`src/hw/panel_cfg_pkg.sv`:
```
/*
  Package for the panel configuration and standby timer block: index values,
  field positions, reset values, mode encodings, timing constants and the
  struct that carries the decoded panel configuration.
  Assumes a single 25 MHz clock and the indexed I/O data port upstream.
*/
package panel_cfg_pkg;

  // ==========================================================================
  // register indices at the indexed data port
  localparam logic [7:0] IDX_PANEL_DISPLAY_CONTROL = 8'hDA;
  localparam logic [7:0] IDX_STANDBY_TIMER_CONTROL = 8'hDB;
  localparam logic [7:0] IDX_PANEL_COLOR_CONFIG = 8'hDC;

  // ==========================================================================
  // reset values
  localparam logic [7:0] RST_PANEL_DISPLAY_CONTROL = 8'h00;
  localparam logic [7:0] RST_STANDBY_TIMER_CONTROL = 8'h00;
  localparam logic [1:0] RST_PANEL_COLOR_CONFIG = 2'h0;

  // ==========================================================================
  // field positions
  localparam int WEIGHT_LSB = 5;
  localparam int SIZE_LSB = 3;
  localparam int ALIGN_LSB = 1;
  localparam int GRAY32_BIT = 0;
  localparam int TMODE_LSB = 6;
  localparam int TINTERVAL_LSB = 0;
  localparam int PIN_CTRL_BIT = 1;
  localparam int PIN_SEL9_BIT = 0;

  // ==========================================================================
  // weighting codes at and above this one are reserved
  localparam logic [2:0] WEIGHT_FIRST_RSVD = 3'h6;
  localparam logic [2:0] WEIGHT_DEFAULT = 3'h0;

  // ==========================================================================
  // timing: one minute of the 25 MHz clock
  localparam int unsigned CLK_HZ = 25_000_000;
  localparam int unsigned MINUTE_S = 60;
  localparam int unsigned MINUTE_CYCLES = CLK_HZ * MINUTE_S;
  localparam int PRESCALE_W = 31;

  // ==========================================================================
  // enumerations
  typedef enum logic [1:0] {
    TMR_OFF = 2'b00,
    TMR_SCREEN_SAVE_CLOCK_IN = 2'b01,
    TMR_VMEM = 2'b10,
    TMR_RSVD = 2'b11
  } timer_mode_t;

  typedef enum logic [1:0] {
    ALIGN_TOP = 2'b00,
    ALIGN_BOTTOM = 2'b01,
    ALIGN_CENTER = 2'b10
  } align_t;

  typedef enum logic [1:0] {
    SIZE_640X480 = 2'b00,
    SIZE_640X400 = 2'b01
  } panel_size_t;

  typedef enum logic [1:0] {
    PIN_AC_MODULATION = 2'b00,
    PIN_HORIZ_DISPLAY_ENABLE = 2'b01,
    PIN_COLOR9_PANEL = 2'b10
  } pin_func_t;

  // decoded panel configuration carried to the panel logic
  typedef struct packed {
    logic [2:0] weight;
    panel_size_t size;
    align_t align;
    logic gray32;
    pin_func_t pin_func;
  } panel_cfg_t;

endpackage

```
`src/hw/standby_timer.sv`:
```
/*
  Standby timer: a minute prescaler and a minute counter compared with the
  programmed interval; raises a level when the interval runs out.
  Assumes restart is a one-cycle pulse on the same clock as the timer.
*/
`timescale 1ns/1ps
module standby_timer #(
  parameter int unsigned MINUTE_CYCLES = panel_cfg_pkg::MINUTE_CYCLES
) (
  input wire logic i_clk,
  input wire logic i_rst,
  input wire logic i_enable,
  input wire logic i_restart,
  input wire logic [5:0] i_interval,
  output logic o_expired
);

  typedef struct packed {
    logic [panel_cfg_pkg::PRESCALE_W-1:0] prescale;
    logic [5:0] minutes;
    logic expired;
  } timer_state_t;

  localparam logic [panel_cfg_pkg::PRESCALE_W-1:0] PRESCALE_LAST =
    panel_cfg_pkg::PRESCALE_W'(MINUTE_CYCLES - 1);

  timer_state_t s_reg;
  timer_state_t s_next;

  // ==========================================================================
  // counting
  // restart or disable clears; interval zero never expires
  always_comb begin
    s_next = s_reg;
    if (!i_enable || i_restart) begin
      s_next = '0;
    end else if (i_interval == 6'h00) begin
      s_next = '0;
    end else if (!s_reg.expired) begin
      if (s_reg.prescale == PRESCALE_LAST) begin
        s_next.prescale = '0;
        s_next.minutes = s_reg.minutes + 6'h01;
        if (s_reg.minutes + 6'h01 == i_interval) begin
          s_next.expired = 1'b1;
        end
      end else begin
        s_next.prescale = s_reg.prescale + 1'b1;
      end
    end
  end

  always_ff @(posedge i_clk) begin
    if (i_rst) begin
      s_reg <= '0;
    end else begin
      s_reg <= s_next;
    end
  end

  assign o_expired = s_reg.expired;
endmodule

```
`src/hw/panel_config_standby_timer.sv`:
```
/*
  Panel configuration registers and standby timer control at the indexed
  I/O data port: panel display control, standby timer control and panel
  colour configuration, with their decoded outputs.
  Assumes the port index, data and read/write strobes arrive already decoded
  on i_clk; the screen save clock arrives from a pin and is synchronised here.
*/
`timescale 1ns/1ps
module panel_config_standby_timer #(
  parameter int unsigned MINUTE_CYCLES = panel_cfg_pkg::MINUTE_CYCLES
) (
  input wire logic i_clk,
  input wire logic i_rst,
  input wire logic [7:0] i_index,
  input wire logic i_io_wr,
  input wire logic i_io_rd,
  input wire logic [7:0] i_wdata,
  input wire logic i_screen_save_clock_in,
  input wire logic i_vmem_access,
  output logic [7:0] o_rdata,
  output logic o_rdata_valid,
  output panel_cfg_pkg::panel_cfg_t o_panel_cfg,
  output logic o_standby_req
);

  typedef struct packed {
    logic ssc_meta;
    logic ssc_sync;
    logic ssc_prev;
    logic [7:0] panel_display_control;
    logic [7:0] standby_timer_control;
    logic [1:0] panel_color_config;
    logic [7:0] rdata;
    logic rdata_valid;
    panel_cfg_pkg::panel_cfg_t cfg;
    logic standby;
  } top_state_t;

  top_state_t s_reg;
  top_state_t s_next;
  logic timer_expired;
  logic timer_enable;
  logic timer_restart;
  panel_cfg_pkg::timer_mode_t tmode;
  logic hit_da;
  logic hit_db;
  logic hit_dc;

  // ==========================================================================
  // index decode and timer control
  assign hit_da = i_index == panel_cfg_pkg::IDX_PANEL_DISPLAY_CONTROL;
  assign hit_db = i_index == panel_cfg_pkg::IDX_STANDBY_TIMER_CONTROL;
  assign hit_dc = i_index == panel_cfg_pkg::IDX_PANEL_COLOR_CONFIG;
  assign tmode = panel_cfg_pkg::timer_mode_t'(
    s_reg.standby_timer_control[panel_cfg_pkg::TMODE_LSB +: 2]);

  // restart sources per mode; a write to the timer register also restarts
  always_comb begin
    timer_enable = (tmode == panel_cfg_pkg::TMR_SCREEN_SAVE_CLOCK_IN) ||
      (tmode == panel_cfg_pkg::TMR_VMEM);
    timer_restart = (i_io_wr && hit_db) ||
      ((tmode == panel_cfg_pkg::TMR_SCREEN_SAVE_CLOCK_IN) && (s_reg.ssc_sync ^ s_reg.ssc_prev)) ||
      ((tmode == panel_cfg_pkg::TMR_VMEM) && i_vmem_access);
  end

  standby_timer #(
    .MINUTE_CYCLES(MINUTE_CYCLES)
  ) u_timer (
    .i_clk(i_clk),
    .i_rst(i_rst),
    .i_enable(timer_enable),
    .i_restart(timer_restart),
    .i_interval(s_reg.standby_timer_control[panel_cfg_pkg::TINTERVAL_LSB +: 6]),
    .o_expired(timer_expired)
  );

  // ==========================================================================
  // register writes, reads and field decode
  always_comb begin
    s_next = s_reg;
    // pin synchroniser: meta is read only by sync
    s_next.ssc_meta = i_screen_save_clock_in;
    s_next.ssc_sync = s_reg.ssc_meta;
    s_next.ssc_prev = s_reg.ssc_sync;
    if (i_io_wr) begin
      if (hit_da) begin
        s_next.panel_display_control = i_wdata;
      end
      if (hit_db) begin
        s_next.standby_timer_control = i_wdata;
      end
      if (hit_dc) begin
        s_next.panel_color_config = i_wdata[1:0];
      end
    end
    // read returns the value held before any same-cycle write
    s_next.rdata = 8'h00;
    s_next.rdata_valid = i_io_rd && (hit_da || hit_db || hit_dc);
    if (i_io_rd) begin
      if (hit_da) begin
        s_next.rdata = s_reg.panel_display_control;
      end else if (hit_db) begin
        s_next.rdata = s_reg.standby_timer_control;
      end else if (hit_dc) begin
        s_next.rdata = {6'h00, s_reg.panel_color_config};
      end
    end
    // weighting: reserved codes fall back to the default
    s_next.cfg.weight = s_next.panel_display_control[panel_cfg_pkg::WEIGHT_LSB +: 3];
    if (s_next.cfg.weight >= panel_cfg_pkg::WEIGHT_FIRST_RSVD) begin
      s_next.cfg.weight = panel_cfg_pkg::WEIGHT_DEFAULT;
    end
    // panel size: reserved codes fall back to 640x480
    if (s_next.panel_display_control[panel_cfg_pkg::SIZE_LSB +: 2] == 2'b01) begin
      s_next.cfg.size = panel_cfg_pkg::SIZE_640X400;
    end else begin
      s_next.cfg.size = panel_cfg_pkg::SIZE_640X480;
    end
    // vertical alignment: upper bit set means centre
    if (s_next.panel_display_control[panel_cfg_pkg::ALIGN_LSB + 1]) begin
      s_next.cfg.align = panel_cfg_pkg::ALIGN_CENTER;
    end else if (s_next.panel_display_control[panel_cfg_pkg::ALIGN_LSB]) begin
      s_next.cfg.align = panel_cfg_pkg::ALIGN_BOTTOM;
    end else begin
      s_next.cfg.align = panel_cfg_pkg::ALIGN_TOP;
    end
    s_next.cfg.gray32 = s_next.panel_display_control[panel_cfg_pkg::GRAY32_BIT];
    // shared panel pin: the 9-bit selection wins over the other bit
    if (s_next.panel_color_config[panel_cfg_pkg::PIN_CTRL_BIT]) begin
      s_next.cfg.pin_func = panel_cfg_pkg::PIN_COLOR9_PANEL;
    end else if (s_next.panel_color_config[panel_cfg_pkg::PIN_SEL9_BIT]) begin
      s_next.cfg.pin_func = panel_cfg_pkg::PIN_HORIZ_DISPLAY_ENABLE;
    end else begin
      s_next.cfg.pin_func = panel_cfg_pkg::PIN_AC_MODULATION;
    end
    s_next.standby = timer_expired;
  end

  // state register
  always_ff @(posedge i_clk) begin
    if (i_rst) begin
      s_reg <= '0;
      s_reg.panel_display_control <= panel_cfg_pkg::RST_PANEL_DISPLAY_CONTROL;
      s_reg.standby_timer_control <= panel_cfg_pkg::RST_STANDBY_TIMER_CONTROL;
      s_reg.panel_color_config <= panel_cfg_pkg::RST_PANEL_COLOR_CONFIG;
    end else begin
      s_reg <= s_next;
    end
  end

  assign o_rdata = s_reg.rdata;
  assign o_rdata_valid = s_reg.rdata_valid;
  assign o_panel_cfg = s_reg.cfg;
  assign o_standby_req = s_reg.standby;
endmodule

```
`config.mk`:
```
export PLATFORM = sky130hd
export DESIGN_NAME = panel_config_standby_timer
export DESIGN_NICKNAME = d
export VERILOG_FILES = /design/src/hw/panel_cfg_pkg.sv /design/src/hw/standby_timer.sv /design/src/hw/panel_config_standby_timer.sv
export SDC_FILE = /design/constraint.sdc
export NUM_CORES = 1
export LEC_CHECK = 0
export ABC_AREA = 1
export ABC_CLOCK_PERIOD_IN_PS = 1600
export BUFFER_PORTS_ARGS = -buffer_cell sky130_fd_sc_hd__buf_2
export CORE_ASPECT_RATIO = 0.7
export CORE_MARGIN = 2
export CORE_UTILIZATION = 40
export CTS_CLUSTER_SIZE = 24
export DETAILED_ROUTE_END_ITERATION = 10
export PLACE_DENSITY = 0.66
export SLEW_MARGIN = 20
export SYNTH_ARGS = -nofsm -noshare
export SYNTH_HDL_FRONTEND = slang
export SYNTH_SLANG_ARGS = --single-unit
```
`constraint.sdc`:
```
create_clock -name i_clk -period 1.6 [get_ports i_clk]
set_input_delay 0.08 -clock i_clk [delete_from_list [all_inputs] [get_ports i_clk]]
set_output_delay 0.08 -clock i_clk [all_outputs]
set_load 0.03 [all_outputs]
```
==> results of run 1 <==
## metrics by stage
step | total power, W | instances | utilization (%) | cell area, sq um
4_1_cts | 0.00410 | 764 | 52.3 | 4800
5_1_grt | 0.00419 | 767 | 55.8 | 5120
3_5_place_dp | 0.00200 | 744 | 47.0 | 4310
3_3_place_gp | 0.00200 | 744 | 47.0 | 4310
6_report | 0.00406 | 767 | 55.8 | 5120
2_1_floorplan | 0.00196 | 561 | - | 3820
## cells in the mapped netlist, types with 6 or more instances
| cell | number | share of area (%) |
|---|---|---|
| sky130_fd_sc_hd__nand2_1 | 121 | 12 |
| sky130_fd_sc_hd__inv_1 | 69 | 6.8 |
| sky130_fd_sc_hd__o21ai_0 | 19 | 2.5 |
| sky130_fd_sc_hd__nor2_1 | 89 | 8.8 |
| sky130_fd_sc_hd__nor2_2 | 6 | 0.98 |
| sky130_fd_sc_hd__xor2_1 | 7 | 1.6 |
| sky130_fd_sc_hd__nand4_1 | 8 | 1.3 |
| sky130_fd_sc_hd__nand3_1 | 36 | 4.7 |
| sky130_fd_sc_hd__nor3_1 | 27 | 3.5 |
| sky130_fd_sc_hd__a21oi_1 | 32 | 4.2 |
| sky130_fd_sc_hd__dfxtp_1 | 75 | 39 |
| sky130_fd_sc_hd__buf_4 | 19 | 3.7 |
## what timing repair did
item / CTS / global route
gates cloned: 1 / 0
setup buffers: 4 / 4
resized for setup: 28 / 75
setup endpoints to repair: 33 / 38
endpoints found under the hold margin: 1 / 0
hold buffers: 1 / 0
pin swaps: 6 / 22
## final cells by class
| class | instances | area [sq um] | share of cell area [%] |
|---|---|---|---|
| Sequential cell | 75 | 1510 | 29.5 |
| Tap cell | 124 | 155 | 3.03 |
| Timing Repair Buffer | 94 | 654 | 12.8 |
| Multi-Input combinational cell | 385 | 2210 | 43.2 |
| Clock buffer | 9 | 225 | 4.39 |
| Inverter | 75 | 284 | 5.54 |
| Clock inverter | 5 | 80.1 | 1.56 |
## metal layers
| layer | GRT usage, % | part of all wire [%] | vias up | wire, um |
|---|---|---|---|---|
| met5 | 0 | 0 | - | 0 |
| met1 | 28.4 | 46 | 1753 | 4830 |
| li1 | - | - | 1907 | - |
| met3 | 5.85 | 8.5 | 11 | 885 |
| met4 | 6.45 | 0.95 | 0 | 99 |
| met2 | 30.1 | 44 | 145 | 4650 |
## logic make-up after synthesis
logic type,Yosys count,share of synthesized area [%]
buffers and inverters,101,12.5
AOI/OAI and AO/OA,57,7.75
adders and majority gates,4,1.31
other,1,0.0984
xor gates and xnor gates,12,2.76
DFF,75,39.4
and+or+nand+nor,311,36.2
## power by group through the flow
stage	clock network, W	registers [W]	logic (W)
floorplan	0	0.00191	0.0000469
global placement	0	0.00191	0.0000874
detailed placement	0	0.00192	0.0000893
CTS	0.00214	0.00187	0.0000918
global route	0.00222	0.00187	0.000105
finish	0.00210	0.00187	0.0000932
## worst min-delay path, stage by stage
cell	delay, ps
sky130_fd_sc_hd__buf_2	120
sky130_fd_sc_hd__nand2_1	60
sky130_fd_sc_hd__a21oi_1	50
## worst max path at each step
stage                              to  slack [ps]
finish              u_timer.s_reg[16]         -30
global route        u_timer.s_reg[16]        -120
CTS                 u_timer.s_reg[25]         -50
detailed placement  u_timer.s_reg[16]        -110
global placement    u_timer.s_reg[29]        -100
floorplan           u_timer.s_reg[35]           5
==> results.md, run 1 <==
Global routing:
- Across every metal layer, demand over resource in global routing totals 20.3%.
- The number of global-route vias before repair came to 3561.
- The total overflow left after global routing is 0.
- The global-route wire length before repair is 16500 um.
- The number of antenna violations at the first check in global routing is 0.
- The largest net degree at the start of global routing is 14.

Synthesis:
- The number of cells produced by synthesis is 561.
- The post-synthesis sequential area ratio is 39.4%.
- Counting flops with a built-in enable in the synthesized netlist gives 0.
- The number of flip-flops and latches in the synthesized netlist is 75.
- The number of nets in the synthesized netlist is 587.
- The number of different library cells in the post-synthesis netlist is 38.
- The average size of a mapped cell is 6.80 sq um.
- The warning count from the yosys run is 0.
- The most frequently used flop master after synthesis is sky130_fd_sc_hd__dfxtp_1.
- The share of synthesized flip-flops with an asynchronous set or reset is 0%.
- The synthesized netlist occupies a cell area of 3810 sq um.

Setup path:
- Tracing the worst setup path back leads to its startpoint at s_reg[28].
- The critical path's most frequent cell is sky130_fd_sc_hd__buf_4.
- At the worst endpoint, the required time is 1860 ps.
- The delay of the slowest critical-path stage is 320 ps.
- The type of element launching the critical path is a flip-flop.
- The setup slack on the worst flop-to-flop path is -30 ps.
- The peak fanout along the critical path is 6.
- In this run the number of cells on the critical path is 9.
- Counting both buffers and inverters, the worst setup path holds a total of 3.
- The signal on the critical path passes through buf_4, buf_4, ha_1, nand2_1, nand3b_1, nor2_4, nand2_4, buf_8, nor3b_4.
- Data on the critical path arrives at its endpoint at 1890 ps.
- For this design, the slowest cell found on the critical path is sky130_fd_sc_hd__dfxtp_2.
- STA classifies the critical path endpoint as a flip-flop.
- The type of the worst setup path is flip-flop to flip-flop.
- The origin of the critical flop-to-flop path is s_reg[28].
- The gate family responsible for the most delay along the worst path is simple AND/OR/NAND/NOR gates.
- For the worst flop-to-flop path, the logic depth is 9.
- The terminus of the critical flop-to-flop path is u_timer.s_reg[16].

Power and ir drop:
- The switching power is 0.000814 W.
- The share of total power in sequential cells is 46.1%.
- Of the total power, the share spent switching nets is 20.0%.
- The share of total power dissipated in the clock network is 51.6%.
- Across the VDD grid, the largest voltage drop is 0.000585 V.
- In this run the power density over the cells is 793 nW/um^2.
- The standby leakage power is 2.10 nW.
- The combinational group share of total power is 2.3%.
- Cell internal power was estimated by the tool at 0.00325 W.

Route:
- After the first detailed-routing iteration, the DRC count stood at 293.
- The ratio of routed vias to standard cells is 4.98.
- The first detailed-routing pass took 5 iterations.
- The wire length per cell is 13.7 um.
- The routed wire length is 10500 um.
- Across all layers, the routed design uses 3816 vias.
- The number of remaining DRC errors is 0.
- Once detail routing completed, the nets flagged for antenna violations numbered 0.

Worst hold path:
- The worst hold path startpoint is i_wdata[0].
- The worst hold endpoint is s_reg[30].
- The type of the tightest min-delay check is input port to flip-flop.
- The cell depth of the worst min-delay path is 3.

Place:
- The detailed placement HPWL is 7520 um.
- During placement, the flow inserted port buffers numbering 40.
- At the placement stage, the worst setup path has a slack of -109 ps.
- The placer's final routability congestion estimate is 0.904.

Cells and area:
- After filler insertion, the fill cell instance count of the layout stands at 826.
- The layout overhead on the synthesized area is 34.4%.
- The count of nets after finishing is 666.
- The register with the most flip-flops in the layout has 37 of them.
- 0 antenna diodes ended up in the layout.
- The top cell types in the final layout, fill and taps aside, are sky130_fd_sc_hd__nand2_1, sky130_fd_sc_hd__nor2_1, sky130_fd_sc_hd__dfxtp_1.
- The library cell used most frequently in the layout, excluding fill and tap cells, is sky130_fd_sc_hd__nand2_1.
- In the final layout, the share of cells above drive strength 1 is 30.3%.

Floorplan:
- The floorplan has 29 rows.
- The area of the core is 9180 sq um.
- The width of the die is 121 um.
- From bottom edge to top edge, the die measures 85.7 um.
- The total I/O pin count is 42.
- For this configuration, the core starts out at a cell density of 41.5%.
- The die area is 10300 sq um.

CTS:
- Counting along the longest clock path gives a buffer depth of 2.
- Clock-pin slew was measured on the worst setup and hold paths at 60 ps.
- The clock sink count is 75.
- The clock tree root driver cell is sky130_fd_sc_hd__clkbuf_16.
- The TritonCTS clock tree is yes.
- The later pin in the worst-skew pair is clocked with a latency of 340 ps.
- The H-tree generated during clock tree synthesis spans 3 levels.
- The clock buffer count from CTS is 9.

STA:
- The timing-limited maximum frequency is 613 MHz.
- The final number of max-transition violations was 0.
- The final critical-path required period is 1630 ps.
- The worst path uses 102% of the clock period.
- The post-route setup TNS is -73.7 ps.
- Setup repair after global routing could not meet its margin everywhere.
- The number of endpoints with negative hold slack in the final report is 0.
- The count of final setup violators is 5.
- The worst setup margin is -32.2 ps.
- The worst setup skew after layout is 10.4 ps.
- Hold is met by 32.2 ps.

Status:
- The run finished, with violations left.
- The final reports fail on negative setup slack.

Flow run:
- Across the run, the number of max-cap violations was 0.
Note: power is estimated with default switching activity, not from simulation.
==> inputs of run 2 (changes only) <==
--- a/config.mk
+++ b/config.mk
@@ -10,10 +10,10 @@
 export BUFFER_PORTS_ARGS = -buffer_cell sky130_fd_sc_hd__buf_2
 export CORE_ASPECT_RATIO = 0.7
 export CORE_MARGIN = 2
-export CORE_UTILIZATION = 40
+export CORE_UTILIZATION = 30
 export CTS_CLUSTER_SIZE = 24
 export DETAILED_ROUTE_END_ITERATION = 10
-export PLACE_DENSITY = 0.66
+export PLACE_DENSITY = 0.54
 export SLEW_MARGIN = 20
 export SYNTH_ARGS = -nofsm -noshare
 export SYNTH_HDL_FRONTEND = slang
==> results.md, run 2 (synthesized netlist as in run 1, its figures left out) <==
Floorplan:
- 42 I/O pins were placed.
- The die area is 13600 sq um.
- The floorplan row count is 34.
- Measured along the y axis, the die boundary spans 98.3 um.
- The floorplan step set the die width to 139 um.
- The core region is 12400 sq um.
- The initial core utilization is 30.7%.

Setup path:
- The peak fanout along the critical path is 7.
- STA puts the critical path data required time at 1870 ps.
- The data arrival time at the worst-slack endpoint is 1830 ps.
- STA classifies the critical path endpoint as a flip-flop.
- The type of the worst setup path is flip-flop to flip-flop.
- The worst register-to-register path has a depth of 9.
- The type of element launching the critical path is a flip-flop.
- The setup slack on the worst flop-to-flop path is 40 ps.

CTS:
- CTS placed an instance of sky130_fd_sc_hd__clkbuf_16 at the clock tree root.
- The number of clock buffers added by TritonCTS is 9.
- CTS saw 75 sinks.
- The TritonCTS clock tree is yes.
- The deepest level of the CTS H-tree is 3.
- Counting along the longest clock path gives a buffer depth of 2.
- Clock latency on the worst-skew pair, taken at its later pin, is 340 ps.
- Clock-pin slew was measured on the worst setup and hold paths at 60 ps.

Place:
- The placer's final routability congestion estimate is 0.845.
- After detailed placement, the design holds a cell count of 783.
- The wire-length estimate of the detail-placed layout is 7660 um.
- OpenSTA, run right after detailed placement, puts the worst setup slack at -122 ps.
- The number of input and output port buffers inserted is 40.

Status:
- The run finished with clean final reports.

Global routing:
- For this run, the total global-route usage over all layers was measured as 14.8%.
- The total congestion overflow after global routing is 0.
- The number of global-route vias before repair is 3376.
- The first global-routing pass estimated 16100 um of wire.
- The number of antenna violations at the first check in global routing is 0.
- The largest net degree at the start of global routing is 14.

Worst hold path:
- The worst hold path passes through 3 cells.
- The type of the tightest min-delay check is input port to flip-flop.

STA:
- Setup repair after global routing could not meet its margin everywhere.
- Once routing completed, OpenROAD measured the worst setup slack at 38.4 ps.
- Counting I/O delays and the setup requirement, the final critical path takes 1560 ps.
- The number of endpoints with negative hold slack in the final report is 0.
- The timing-limited maximum frequency is 640 MHz.
- The portion of the clock cycle consumed by the worst path in the final layout is 97.6%.
- The post-route setup TNS is 0 ps.
- On the final layout, the worst clock skew is 8.22 ps.
- Setup violations remaining at the end of the flow were counted as 0.
- The final number of max-transition violations is 0.

Cells and area:
- The multi-input combinational cells in the finished layout cover a total of 2120 sq um.
- From synthesis to final layout, the design area changed by 31.5%.
- Leaving out fill and tap cells, the most frequent cells in the layout are sky130_fd_sc_hd__nand2_1, sky130_fd_sc_hd__nor2_1, sky130_fd_sc_hd__dfxtp_1.
- The sequential cell area is 1520 sq um.
- The flip-flop count of the largest register, all copies and words added is 37.
- The count of cells in the finished layout, fillers not included, comes to 804.
- The post-route netlist has 29.9% of its cells at a drive strength greater than 1.
- The count of nets after finishing is 663.
- The antenna diode count is 0.
- The commonest non-fill, non-tap cell in the layout is sky130_fd_sc_hd__nand2_1.
- The count of filler cells inserted in the layout is 1292.

Route:
- The remaining antenna violation count after routing is 0.
- Using the TritonRoute via totals, the vias-per-cell ratio works out to 4.58.
- The number of remaining DRC errors is 0.
- For this run, the detailed router's first-pass iteration total came to 5.
- Across all layers, the routed design uses 3681 vias.
- The routed wire length is 10000 um.
- The number of violations reported at the end of detailed-routing iteration 0 is 238.
- In the final routed layout, each cell accounts on average for 12.5 um.

Power and ir drop:
- VDD sags by at most 0.000518 V.
- The standby leakage power is 2.01 nW.
- Dividing total power by cell area gives a power density of 780 nW/um^2.

Flow run:
- Across the run, the number of max-cap violations was 0.
## run 2: power by group
| group | internal [W] | leakage (nW) | total (W) | switching, W |
|---|---|---|---|---|
| Sequential | 0.00187 | 0.609 | 0.00187 | 0.00000213 |
| Combinational | 0.0000398 | 1.27 | 0.000101 | 0.0000610 |
| Clock | 0.00114 | 0.138 | 0.00194 | 0.000801 |
## run 2: cell type report
type	instances	area share, %
Clock inverter	5	0.749
Multi-Input combinational cell	385	42.2
Timing Repair inverter	1	0.125
Clock buffer	11	5.04
Sequential cell	75	30.2
Timing Repair Buffer	90	11.8
Tap cell	162	4.04
Inverter	75	5.76
## run 2: routing by layer
layer  share of wire [%]  vias to the layer above  wire (um)  track usage [%]
li1                    -                     1905          -                -
met1                  51                     1661       5150             22.5
met2                  40                      102       4010             20.0
met3                 7.0                       13        706             3.87
met4                 1.8                        0        177             5.05
met5                   0                        -          0                0
## run 2: path summary, 6_finish.rpt
kind	startpoint	to
worst max-delay path	s_reg[28]	u_timer.s_reg[16]
worst min-delay path	i_wdata[0]	s_reg[30]
worst max register to register	s_reg[28]	u_timer.s_reg[16]
worst min register to register	s_next[39]	s_next[38]
## run 2: what timing repair did
action | CTS | global route
endpoints found under the setup margin | 34 | 36
cloned | 1 | 0
endpoints found under the hold margin | 1 | 0
setup buffers | 0 | 3
gates resized for setup | 21 | 68
hold buffers | 1 | 0
pin swaps | 6 | 24
## run 2: critical path, stage by stage (launching register included)
cell                       delay, ps
sky130_fd_sc_hd__dfxtp_2         330
sky130_fd_sc_hd__inv_2            50
sky130_fd_sc_hd__ha_4            200
sky130_fd_sc_hd__a21oi_2          90
sky130_fd_sc_hd__nand2_1          50
sky130_fd_sc_hd__nand3b_1        190
sky130_fd_sc_hd__nor2_4          150
sky130_fd_sc_hd__nand2_4         120
sky130_fd_sc_hd__buf_6           160
sky130_fd_sc_hd__nor3b_2         150
## run 2: through the flow
step	instance area, sq um	hold WS (ps)	total power (W)	util (%)
2_1_floorplan	3820	187	0.00196	-
3_3_place_gp	4370	291	0.00201	35.2
3_5_place_dp	4370	292	0.00201	35.2
4_1_cts	4750	21.6	0.00395	38.2
5_1_grt	5010	35.4	0.00405	40.4
6_report	5010	31.3	0.00391	40.4
